`src/mdu_defines.vh`:
```
`ifndef MDU_DEFINES_VH
`define MDU_DEFINES_VH

// register addresses on the peripheral register port
`define MDU_ADDR_CTRL      20'hF_00E8
`define MDU_ADDR_A_LOW     20'hF_00F0
`define MDU_ADDR_A_HIGH    20'hF_00F2
`define MDU_ADDR_B_LOW     20'hF_00F4
`define MDU_ADDR_B_HIGH    20'hF_00F6
`define MDU_ADDR_REM_LOW   20'hF_00F8
`define MDU_ADDR_REM_HIGH  20'hF_00FA

// control register fields
`define MDU_CTRL_MODE_BIT  3'h7
`define MDU_CTRL_START_BIT 3'h0

// reset values
`define MDU_CTRL_RESET     8'h00
`define MDU_DATA_RESET     16'h0000

// timing: clocks per division, two quotient bits per clock
`define MDU_DIV_CYCLES     5'h10

`endif

```
`src/mdu_top.v`:
```
`timescale 1ns/1ps
`include "mdu_defines.vh"

// How it works
// - 8-bit control: mode bit7, start bit0, zeros
// - control takes single-bit and byte writes
// - mode 0 multiplies, mode 1 divides
// - start bit settable only in division mode
// - start begins division, reads 1, self-clears
// - software clear ignored while dividing
// - multiply starts after both A halves written
// - product ready one clock after start
// - product low to B low, high to B high
// - division completes within 16 clocks
// - completion clears start and raises interrupt together
// - quotient overwrites A registers
// - remainder goes to C registers
// - 16x16 product, 32/32 quotient and remainder
// - six data registers reset to zero
module mdu_top (
  // clock and reset
  input  wire        clk_i,
  input  wire        reset_n_i,
  // register port from the processor
  input  wire [19:0] sfr_addr_i,
  input  wire [15:0] sfr_wdata_i,
  input  wire        sfr_wr_i,
  input  wire        sfr_bit_wr_i,
  input  wire [2:0]  sfr_bit_sel_i,
  input  wire        sfr_rd_i,
  output reg  [15:0] sfr_rdata_o,
  // interrupt request
  output reg         division_done_irq_o
);

  reg        rst_meta;
  reg        rst_n;
  reg        op_mode_select;
  reg        division_start_flag;
  reg [15:0] operand_a_low;
  reg [15:0] operand_a_high;
  reg [15:0] operand_b_low;
  reg [15:0] operand_b_high;
  reg [15:0] remainder_low;
  reg [15:0] remainder_high;
  reg        a_low_loaded;
  reg        a_high_loaded;
  reg        next_mode;
  reg        next_start;
  reg        div_start;
  reg [15:0] read_value;

  wire        div_done;
  wire [31:0] div_quotient;
  wire [31:0] div_remainder;
  wire [31:0] product;
  wire        ctrl_wr;
  wire        mul_fire;

  // reset release through two flops
  always @(posedge clk_i or negedge reset_n_i)
  begin
    if (!reset_n_i)
    begin
      rst_meta <= 1'b0;
      rst_n    <= 1'b0;
    end
    else
    begin
      rst_meta <= 1'b1;
      rst_n    <= rst_meta;
    end
  end

  // unsigned 16x16 product
  assign product  = operand_a_high * operand_a_low;
  assign ctrl_wr  = (sfr_wr_i || sfr_bit_wr_i) && (sfr_addr_i == `MDU_ADDR_CTRL);
  assign mul_fire = a_low_loaded && a_high_loaded && !op_mode_select;

  // control register next value from byte or bit writes
  always @*
  begin
    next_mode  = op_mode_select;
    next_start = 1'b0;
    if (ctrl_wr && sfr_wr_i)
    begin
      next_mode  = sfr_wdata_i[7];
      next_start = sfr_wdata_i[0];
    end
    else if (ctrl_wr && sfr_bit_wr_i)
    begin
      if (sfr_bit_sel_i == `MDU_CTRL_MODE_BIT)
      begin
        next_mode = sfr_wdata_i[0];
      end
      else if (sfr_bit_sel_i == `MDU_CTRL_START_BIT)
      begin
        next_start = sfr_wdata_i[0];
      end
    end
    // start only taken in division mode and when idle
    div_start = next_start && next_mode && !division_start_flag;
  end

  // control register; start flag only cleared by completion
  always @(posedge clk_i or negedge rst_n)
  begin
    if (!rst_n)
    begin
      op_mode_select      <= 1'b0;
      division_start_flag <= 1'b0;
      division_done_irq_o <= 1'b0;
    end
    else
    begin
      division_done_irq_o <= div_done;
      if (ctrl_wr)
      begin
        op_mode_select <= next_mode;
      end
      if (div_start)
      begin
        division_start_flag <= 1'b1;
      end
      else if (div_done)
      begin
        division_start_flag <= 1'b0;
      end
    end
  end

  // data registers: software loads, hardware results take priority
  always @(posedge clk_i or negedge rst_n)
  begin
    if (!rst_n)
    begin
      operand_a_low  <= `MDU_DATA_RESET;
      operand_a_high <= `MDU_DATA_RESET;
      operand_b_low  <= `MDU_DATA_RESET;
      operand_b_high <= `MDU_DATA_RESET;
      remainder_low  <= `MDU_DATA_RESET;
      remainder_high <= `MDU_DATA_RESET;
      a_low_loaded   <= 1'b0;
      a_high_loaded  <= 1'b0;
    end
    else
    begin
      // operand loads made in division mode never arm a multiply
      if (mul_fire || op_mode_select)
      begin
        a_low_loaded  <= 1'b0;
        a_high_loaded <= 1'b0;
      end
      if (sfr_wr_i && sfr_addr_i == `MDU_ADDR_A_LOW)
      begin
        operand_a_low <= sfr_wdata_i;
        a_low_loaded  <= 1'b1;
      end
      else if (sfr_wr_i && sfr_addr_i == `MDU_ADDR_A_HIGH)
      begin
        operand_a_high <= sfr_wdata_i;
        a_high_loaded  <= 1'b1;
      end
      else if (sfr_wr_i && sfr_addr_i == `MDU_ADDR_B_LOW)
      begin
        operand_b_low <= sfr_wdata_i;
      end
      else if (sfr_wr_i && sfr_addr_i == `MDU_ADDR_B_HIGH)
      begin
        operand_b_high <= sfr_wdata_i;
      end
      // product lands one clock after the second operand write
      if (mul_fire)
      begin
        operand_b_low  <= product[15:0];
        operand_b_high <= product[31:16];
      end
      // division results overwrite dividend and fill remainder
      if (div_done)
      begin
        operand_a_low  <= div_quotient[15:0];
        operand_a_high <= div_quotient[31:16];
        remainder_low  <= div_remainder[15:0];
        remainder_high <= div_remainder[31:16];
      end
    end
  end

  // read decode; unmapped addresses read zero
  always @*
  begin
    if (sfr_addr_i == `MDU_ADDR_CTRL)
    begin
      read_value = {8'h00, op_mode_select, 6'h00, division_start_flag};
    end
    else if (sfr_addr_i == `MDU_ADDR_A_LOW)
    begin
      read_value = operand_a_low;
    end
    else if (sfr_addr_i == `MDU_ADDR_A_HIGH)
    begin
      read_value = operand_a_high;
    end
    else if (sfr_addr_i == `MDU_ADDR_B_LOW)
    begin
      read_value = operand_b_low;
    end
    else if (sfr_addr_i == `MDU_ADDR_B_HIGH)
    begin
      read_value = operand_b_high;
    end
    else if (sfr_addr_i == `MDU_ADDR_REM_LOW)
    begin
      read_value = remainder_low;
    end
    else if (sfr_addr_i == `MDU_ADDR_REM_HIGH)
    begin
      read_value = remainder_high;
    end
    else
    begin
      read_value = 16'h0000;
    end
  end

  // registered read data, held until the next read
  always @(posedge clk_i or negedge rst_n)
  begin
    if (!rst_n)
    begin
      sfr_rdata_o <= 16'h0000;
    end
    else if (sfr_rd_i)
    begin
      sfr_rdata_o <= read_value;
    end
  end

  // iterative divider, 16 clocks
  mdu_divider u_divider (
    .clk_i       (clk_i),
    .reset_n_i   (rst_n),
    .start_i     (div_start),
    .dividend_i  ({operand_a_high, operand_a_low}),
    .divisor_i   ({operand_b_high, operand_b_low}),
    .done_o      (div_done),
    .quotient_o  (div_quotient),
    .remainder_o (div_remainder)
  );

endmodule // mdu_top

```
`src/mdu_divider.v`:
```
`timescale 1ns/1ps
`include "mdu_defines.vh"

module mdu_divider (
  // clock and reset
  input  wire        clk_i,
  input  wire        reset_n_i,
  // request
  input  wire        start_i,
  input  wire [31:0] dividend_i,
  input  wire [31:0] divisor_i,
  // answer
  output reg         done_o,
  output reg  [31:0] quotient_o,
  output reg  [31:0] remainder_o
);

  reg        busy;
  reg [4:0]  count;
  reg [31:0] divisor;
  reg [63:0] next_rq;
  reg [63:0] first_rq;

  // one restoring step on {remainder, quotient}, all unsigned
  function [63:0] div_step;
    input [63:0] rq;
    input [31:0] d;
    reg   [32:0] shifted;
    begin
      shifted = rq[63:31];
      if (shifted >= {1'b0, d})
      begin
        div_step = {shifted[31:0] - d, rq[30:0], 1'b1};
      end
      else
      begin
        div_step = {shifted[31:0], rq[30:0], 1'b0};
      end
    end
  endfunction

  // two steps per clock; the start edge already takes the first two bits,
  // so the last bits land 15 clocks later and the top loads on the 16th
  always @*
  begin
    next_rq  = div_step(div_step({remainder_o, quotient_o}, divisor), divisor);
    first_rq = div_step(div_step({32'h0000_0000, dividend_i}, divisor_i), divisor_i);
  end

  // iteration control; the result registers double as the working state
  always @(posedge clk_i or negedge reset_n_i)
  begin
    if (!reset_n_i)
    begin
      busy        <= 1'b0;
      count       <= 5'h00;
      divisor     <= 32'h0000_0000;
      done_o      <= 1'b0;
      quotient_o  <= 32'h0000_0000;
      remainder_o <= 32'h0000_0000;
    end
    else
    begin
      done_o <= 1'b0;
      if (start_i && !busy)
      begin
        busy        <= 1'b1;
        count       <= `MDU_DIV_CYCLES - 5'h01;
        divisor     <= divisor_i;
        {remainder_o, quotient_o} <= first_rq; // first two steps on the start edge
      end
      else if (busy)
      begin
        {remainder_o, quotient_o} <= next_rq;
        count <= count - 5'h01;
        if (count == 5'h01)
        begin
          busy   <= 1'b0;
          done_o <= 1'b1; // last step lands with this pulse
        end
      end
    end
  end

endmodule // mdu_divider

```
`config.mk`:
```
export PLATFORM = sky130hd
export DESIGN_NAME = mdu_top
export DESIGN_NICKNAME = d
export VERILOG_FILES = /design/src/mdu_top.v /design/src/mdu_divider.v
export VERILOG_INCLUDE_DIRS = /design/src
export SDC_FILE = /design/constraint.sdc
export NUM_CORES = 1
export LEC_CHECK = 0
export ABC_AREA = 1
export ABC_CLOCK_PERIOD_IN_PS = 8170
export CORE_MARGIN = 5
export CORE_UTILIZATION = 35
export CTS_CLUSTER_DIAMETER = 120
export DETAILED_ROUTE_END_ITERATION = 10
export DONT_BUFFER_PORTS = 1
export SKIP_CTS_REPAIR_TIMING = 1
export SYNTH_ARGS = -nofsm -noshare
export SYNTH_HDL_FRONTEND = slang
export SYNTH_HIERARCHICAL = 1
export SYNTH_SLANG_ARGS = --single-unit
```
`constraint.sdc`:
```
create_clock -name clk_i -period 8.17 [get_ports clk_i]
set_input_delay 0.817 -clock clk_i [delete_from_list [all_inputs] [get_ports clk_i]]
set_output_delay 0.817 -clock clk_i [all_outputs]
set_load 0.01 [all_outputs]
```
# == Word level (Yosys, flattened, before mapping) ==
# Index checks and enable logic that the tools add are counted.
# word_totals
romBits,0
word_cells,122
latchBits,0
register_bits,222
mem_bits_rw,0
n_memories,0
inputBits,44
output_inout_bits,17
# classes
n_mux,51
mul,1
n_eq_ne,13
addsub,5
shift,0
reduce_logical,28
div_mod_pow,0
n_bitwise,0
magnitude_cmp,4
# op_table
op,n
$mux W16,21
$mux W64,4
$eq A20 B20 Y1 const B,7
$mux W32,4
$ge A33 B32 Y1,3
$sub A32 B32 Y32,3
$ge A1 B32 Y1,1
$mul A16 B16 Y32,1
$sub A1 B32 Y32,1
$mux W1,20
$reduce_bool A2 Y1,7
$logic_and A1 B1 Y1,12
$mux W5,2
$ne A2 B2 Y1 const B,3
$eq A5 B1 Y1 const B,1
$sub A5 B1 Y5 const B,1
$reduce_and A4 Y1,1
$eq A3 B3 Y1 const B,1
$logic_not A1 Y1,3
$logic_not A3 Y1,1
$reduce_and A3 Y1,1
$logic_or A1 B1 Y1,2
$ne A2 B1 Y1 const B,1
$reduce_and A2 Y1,1

# == Logic depth before layout (Yosys ltp) ==
# Gate-level depths: netlist of the first run.
# depth
depth_word,9
mapped_depth,33
mapped_depth_nobuf,31

# == Hierarchy ==
# The synthesis of the first run kept the hierarchy.
# by_module_without_submodules
mod,cells_per_inst,n_inst,seq_area_each_um2,area_each_um2
mdu_top,2121,1,2977.9,15517.4
mdu_divider,1808,1,2577.5,11577.4

# == Worst setup path before layout of the first run ==
# OpenSTA, ideal clock, no wires.
# synth_timing
path_kind,register -> register
from,register operand_a_low[7]
to,register operand_b_high[10]
required_ps,8053
period_less_slack_ps,5430
arrival_time_ps,5313
setup_time_ps,117
path_slack_ps,2740
path_buffers,2
stages_incl_launch_ff,23
cell_sequence,dfrtp_1 > clkbuf_1 > clkbuf_1 > nand2_1 > fa_1 > inv_1 > fa_1 > fa_1 > fa_1 > fa_1 > inv_1 > fa_1 > inv_1 > ha_1 > nand2_1 > nor2_1 > inv_1 > nor3_1 > nand3_1 > nand3_1 > nand2_1 > nand3_1 > nand2_1
# synth_between
elab_chain_len,2
# synth_lines
item,line,rtl
start: declaration,mdu_top.v:40,reg [15:0] operand_a_low;
start signal: assignment,mdu_top.v:137,operand_a_low <= `MDU_DATA_RESET;
start signal: assignment,mdu_top.v:156,operand_a_low <= sfr_wdata_i;
start signal: assignment,mdu_top.v:181,operand_a_low <= div_quotient[15:0];
$mul A16 B16 Y32,mdu_top.v:76,assign product = operand_a_high * operand_a_low;
$mux W16,mdu_top.v:173,if (mul_fire)
end signal: assignment,mdu_top.v:140,operand_b_high <= `MDU_DATA_RESET;
end signal: assignment,mdu_top.v:170,operand_b_high <= sfr_wdata_i;
end signal: assignment,mdu_top.v:176,operand_b_high <= product[31:16];
end: declaration,mdu_top.v:43,reg [15:0] operand_b_high;
# No other way between the ends.
# A chain may end at the register's enable or synchronous reset.

# == Worst setup path after layout of the first run ==
# layout_timing
from,register operand_a_high[14]
to,register operand_b_high[2]
# layout_between
elab_chain_len,2
# layout_lines
item,line,rtl
start: declaration,mdu_top.v:41,reg [15:0] operand_a_high;
start signal: assignment,mdu_top.v:138,operand_a_high <= `MDU_DATA_RESET;
start signal: assignment,mdu_top.v:161,operand_a_high <= sfr_wdata_i;
start signal: assignment,mdu_top.v:182,operand_a_high <= div_quotient[31:16];
$mul A16 B16 Y32,mdu_top.v:76,
$mux W16,mdu_top.v:173,
# No other way between the ends.

==> flow_summary.ini, run 1 <==
[run_status]
status = finished clean

[synthesis]
syn_area_um2 = 27100
ys_ff_latch = 222
synthCells = 3929
ys_types = 60
syn_avg_cell_area_um2 = 6.90
seq_area_frac_synth = 0.205
synth_warnings = 6
syn_nets = 4374

[sta]
min_period_ns = 6.33
grt_setup_unrepaired = no
tightest_slew_ns = 1.14
slew_violations = 0
fmax_mhz = 158
hold_violations = 0
setup-tns-final_ns = 0
slew_headroom = 0.240
worst_slack_ns = 1.84
finalSetupViolCount = 0
period_share = 0.774
fin_skew_ns = 0.0184

[worst_hold_path]
hold_class = reg2reg
hold_start = rst_meta

[clocking]
insertion_delay_ns = 0.57
clock-root-buffer = clkbuf_16
cts_buffer_depth = 3
clk_pin_slew_ns = 0.07
clkSinkCount = 222
numCtsBuffers = 26
cts_tree = built
htreeDepth = 1

[placement]
place_ws_ns = 1.81
port_buffers = 0
place.gp.congestion = 0.971
hpwl_um = 81600
place_area_um2 = 27800

[floorplanning]
design.die.area_um2 = 83100
num_rows = 102
ioPinCount = 61
start_util = 0.351
die-width_um = 288
core-area_um2 = 77100
fp.dieH_um = 288

[setup_path]
r2r-start = operand_a_high[14]
path_class = reg2reg
worstPathArrival_ns = 6.77
startpoint = operand_a_high[14]
critPathCaptureType = flip-flop
worst_setup_path_start_kind = flip-flop
worstPathRequired_ns = 8.61
critical_path_peak_fanout = 19

[route]
dr.first_iter.drc_count = 2443
dr.pass1.iters = 8
drcViolationCount = 0
routedWlPerCell_um = 20.8
routed_wl_um = 101000
viasPerCell = 5.26
vias = 25700
ant_nets = 0

[layout]
final_common_cell = nand2_1
fin_util = 0.373
drive_gt1_frac = 0.0451
syn2layout_area_growth_pct = 6.16
nNetsFinal = 4263
final_area_um2 = 28800
layout_common_cells = nand2_1 (1,191), inv_1 (679), nand3_1 (309)

[global_routing]
grt_antenna_before_repair = 10
gr-usage-all-layers = 0.240
grt.overflow.total = 0
grt_max_degree = 70
grt_pass1_wl_um = 154000
grt_pass1_vias = 25000

[power]
p_per_area_nw_per_um2 = 86.2
p_leak_nw = 14.9
peakVddDrop_mv = 0.169

[flow_run]
drv_cap = 0
## cells in the mapped netlist, drive strengths merged
cell type	count	area, µm²
ha	204	2550
or2	22	138
clkbuf	96	360
nand3	316	1630
nor4b	1	8.76
o21bai	44	334
a41oi	1	8.76
o21a	22	165
xnor2	42	368
a31oi	19	119
a21boi	3	22.5
inv	688	2580
and2	2	15.0
fa	197	3940
nand2b	1	6.26
a21oi	140	712
conb	1	3.75
xor2	27	236
clkinv	5	20.0
o22ai	1	6.26
o31ai	3	22.5
nand2	1209	4600
nor3b	1	7.51
a21o	18	135
buf	62	403
nor2	218	903
o221ai	10	87.6
nand4	65	407
o2111ai	1	8.76
a221oi	2	17.5
a22oi	6	45.0
nor3	48	250
o211ai	43	423
nand3b	7	52.6
and3	2	12.5
nor4	14	93.8
o21ai	165	833
dfrtp	222	5560
a211oi	1	7.51
## state kept, by name (all words and copies together) (netlist names), 5 cells and up
name                   cells
operand_a_high            16
u_divider/remainder_o     32
u_divider/count            5
remainder_high            16
sfr_rdata_o               16
u_divider/quotient_o      32
operand_b_low             16
u_divider/divisor         32
operand_b_high            16
remainder_low             16
operand_a_low             16
## power breakdown
| group | internal (W) | leakage (nW) | switching, W |
|---|---|---|---|
| clock network | 0.000772 | 0.453 | 0.000552 |
| logic | 0.00000855 | 12.0 | 0.0000404 |
| registers | 0.00110 | 2.51 | 0.00000736 |
## worst paths after layout
kind	endpoint	slack, ns	cells past startpoint
hold reg to reg	rst_n	0.35	0
max in group asynchronous	u_divider/quotient_o[31]	5.97	2
setup / recovery	operand_b_high[2]	1.84	20
hold / removal	rst_n	0.35	0
setup reg to reg	operand_b_high[2]	1.84	20
min in group asynchronous	u_divider/divisor[28]	0.37	0
## critical path, cell delays in order, from the launching register on
cell and delay (ns):
dfrtp_1 1.00, nand2_1 0.18, fa_1 0.56, fa_1 0.47, fa_1 0.54, inv_1 0.05, fa_1 0.50, fa_1 0.54
inv_1 0.06, fa_1 0.52, inv_1 0.04, ha_1 0.40, nand2_1 0.15, nor2_1 0.19, inv_1 0.12, nor3_1 0.40
nand2_1 0.10, nand2_1 0.10, a21oi_1 0.06, o21ai_0 0.13, nand2_1 0.08
## cells by family after synthesis
kind of cell | after synthesis | share of synthesized area
AND/OR/NAND/NOR | 1906 | 0.300
flip-flops | 222 | 0.205
XOR/XNOR | 69 | 0.0223
AO/OA/AOI/OAI | 479 | 0.109
adder cells (fa/ha/maj) | 401 | 0.240
other | 1 | 0.000138
buffers and inverters | 851 | 0.124
## metrics by stage
step                      hold WS [ns]  cells  total power [W]
after floorplan                  0.331   3929          0.00116
after global placement           0.337   4829          0.00118
after detailed placement         0.338   4829          0.00118
after CTS                      -0.0737   4876          0.00250
after global routing             0.353   4878          0.00255
final                            0.349   4883          0.00248
## routing by layer
| layer | part of all wire | global-route usage | up-vias |
|---|---|---|---|
| met1 | 0.43 | 0.331 | 12400 |
| met3 | 0.076 | 0.0379 | 184 |
| met4 | 0.047 | 0.104 | 8 |
| met2 | 0.44 | 0.373 | 953 |
| met5 | 0.00060 | 0 | - |
| li1 | - | - | 12200 |
## layout make-up
type	count	area, µm²
Timing Repair Buffer	19	145
Tap cell	1040	1300
Inverter	693	2600
Multi-Input combinational cell	2856	18200
Sequential cell	222	5560
Clock inverter	20	275
Clock buffer	27	676
Fill cell	8328	48300
Antenna cell	6	15.0
(Power assumes the default switching activity.)
==> inputs of run 2 (changes only) <==
--- a/config.mk
+++ b/config.mk
@@ -6,8 +6,8 @@
 export SDC_FILE = /design/constraint.sdc
 export NUM_CORES = 1
 export LEC_CHECK = 0
-export ABC_AREA = 1
-export ABC_CLOCK_PERIOD_IN_PS = 8170
+export ABC_AREA = 0
+export ABC_CLOCK_PERIOD_IN_PS = 5400
 export CORE_MARGIN = 5
 export CORE_UTILIZATION = 35
 export CTS_CLUSTER_DIAMETER = 120
==> constraint.sdc (replaced) <==
create_clock -name clk_i -period 5.4 [get_ports clk_i]
set_input_delay 0.54 -clock clk_i [delete_from_list [all_inputs] [get_ports clk_i]]
set_output_delay 0.54 -clock clk_i [all_outputs]
set_load 0.01 [all_outputs]
==> flow_summary.ini, run 2 <==
[global_routing]
grt_max_degree = 152
grt_antenna_before_repair = 7
grt.overflow.total = 0
gr-usage-all-layers = 0.223
grt_pass1_wl_um = 137000
grt_pass1_vias = 23100

[synthesis]
syn_area_um2 = 25700
synth_warnings = 6
seq_area_frac_synth = 0.217
yosys.area.top_type = dfrtp_1
synth_most_common_cell = nand2_1
ys_ff_latch = 222
synthArstFlopShare = 1.00
ys_top_cells_by_count = nand2_1 (394), inv_1 (348), dfrtp_1 (222)
syn_avg_cell_area_um2 = 8.53
synthCells = 3007
synth_area_leaders = dfrtp_1 (22%), fa_1 (15%), ha_1 (10%)
synth_flop_cell = dfrtp_1
ys_types = 103
synth_edf_count = 0
syn_nets = 3452
yosysTopAreaCellShare = 0.217

[run_status]
violations = setup timing
status = finished, violations left

[power]
power.total_w = 0.00392
p_leak_nw = 15.8
p_per_area_nw_per_um2 = 121
peakVddDrop_mv = 0.231

[floorplanning]
core-area_um2 = 72800
ioPinCount = 61
fp.dieH_um = 281
num_rows = 99
design.die.area_um2 = 78800
start_util = 0.352
die-width_um = 281

[sta]
hold_violations = 0
period_share = 1.06
min_period_ns = 5.73
slew_headroom = 0.360
fin_skew_ns = 0.0254
worst_slack_ns = -0.328
slew_violations = 0
finalSetupViolCount = 49
setup-tns-final_ns = -8.78
fmax_mhz = 175
tightest_slew_ns = 0.957
grt_setup_unrepaired = yes

[placement]
hpwl_um = 72200
place.gp.congestion = 0.948
dp.cells = 4278
place_area_um2 = 30000
port_buffers = 0

[layout]
nNetsFinal = 3847
final_common_cell = buf_4
stdcell_count = 4386
final_area_um2 = 32400
fillerInstances = 7055
syn2layout_area_growth_pct = 26.1
layout_common_cells = buf_4 (481), nand2_1 (390), inv_1 (338)
top_regs = u_divider/divisor: 32 flops, u_divider/quotient_o: 32 flops, u_divider/remainder_o: 32 flops
drive_gt1_frac = 0.242

[setup_path]
critPathCaptureType = flip-flop
worstPathRequired_ns = 5.83
worstPathArrival_ns = 6.16
critical_path_peak_fanout = 9
worst_setup_path_start_kind = flip-flop
path_class = reg2reg

[clocking]
clock-root-buffer = clkbuf_16
insertion_delay_ns = 0.59
cts_tree = built
clk_pin_slew_ns = 0.06
numCtsBuffers = 29
htreeDepth = 1
clkSinkCount = 222
cts_buffer_depth = 3

[route]
drcViolationCount = 0
vias = 23800
dr.first_iter.drc_count = 2117
routedWlPerCell_um = 21.2
ant_nets = 0
dr.pass1.iters = 9
routed_wl_um = 93100
viasPerCell = 5.44

[worst_hold_path]
hold_class = in2reg

[flow_run]
drv_cap = 0
-- run 2: cell types whose count changed after synthesis, moves of 34 or more --
cell / change
a21oi_1: +37
mux2_2: +52
nand3_1: -263
mux2i_1: +127
nand2_1: -798
o21bai_1: -34
inv_1: -331
nand4_1: -40
o21ai_0: +65
nor2_1: -86
and2_1: +127
-- run 2: cell type report --
cell class,count,area [µm²],area share
diodes,5,12.5,0.000387
clock buffers,36,772,0.0239
clock inverters,15,262,0.00808
inverters,348,1310,0.0404
multi-input cells,2273,18900,0.583
flip-flops and latches,222,5590,0.173
well taps,959,1200,0.0371
repair buffers,528,4350,0.134
-- run 2: final timing paths --
path	to	depth (start not counted)	slack, ns	startpoint
worst max-delay path	u_divider/remainder_o[16]	27	-0.33	u_divider/remainder_o[23]
max in group asynchronous	operand_a_low[6]	1	3.74	rst_n
worst max register to register	u_divider/remainder_o[16]	27	-0.33	u_divider/remainder_o[23]
worst min-delay path	sfr_rdata_o[14]	1	0.05	sfr_rd_i
min in group asynchronous	rst_n	1	0.19	reset_n_i
worst min register to register	u_divider/remainder_o[27]	0	0.30	rst_n
-- run 2: routing by layer --
layer  vias to the layer above  routed length (µm)  global-route usage  part of all wire
met5                         -                  99                   0            0.0011
met4                         8                3010              0.0692             0.032
met3                       162                9200              0.0569             0.099
met2                       939               41300               0.346              0.44
met1                     11700               39600               0.307              0.42
li1                      11000                   -                   -                 -
-- run 2: cell families after synthesis --
| kind of cell | share of synthesized area |
|---|---|
| fa+ha+maj | 0.253 |
| compound gates | 0.168 |
| mux | 0.0763 |
| buf+inv | 0.0798 |
| xor+xnor | 0.0369 |
| other cells | 0.000146 |
| simple gates | 0.169 |
| flops | 0.217 |
-- run 2: power breakdown --
part / switching (W) / leakage [nW] / internal [W]
sequential: 0.00000791 / 2.34 / 0.00167
combinational: 0.0000502 / 13.0 / 0.0000304
clock: 0.000828 / 0.509 / 0.00134
-- run 2: through the flow --
step,util,hold WS [ns],worst slack (ns)
after floorplan,-,0.244,-0.0646
after global placement,0.412,0.244,-0.372
after detailed placement,0.412,0.244,-0.496
after CTS,0.426,-0.372,-0.475
after global routing,0.444,0.0318,-0.435
final,0.444,0.0489,-0.328
-- run 2: critical path: stages (launching register included) --
cell and delay [ns]:
dfrtp_1 0.38, ha_1 0.33, buf_4 0.19, a21o_1 0.20
a21oi_2 0.19, buf_4 0.16, o41ai_4 0.10, buf_4 0.16
a2111oi_4 0.37, nor2_4 0.07, buf_12 0.15, buf_6 0.14
buf_4 0.14, nor2_2 0.08, a21oi_1 0.07, ha_2 0.20
a21o_1 0.21, or3_4 0.34, o211ai_1 0.25, nand2_2 0.18
a311oi_4 0.40, a21oi_2 0.12, nor4b_4 0.32, buf_6 0.21
buf_12 0.15, buf_4 0.12, mux2i_1 0.20, o221ai_1 0.12
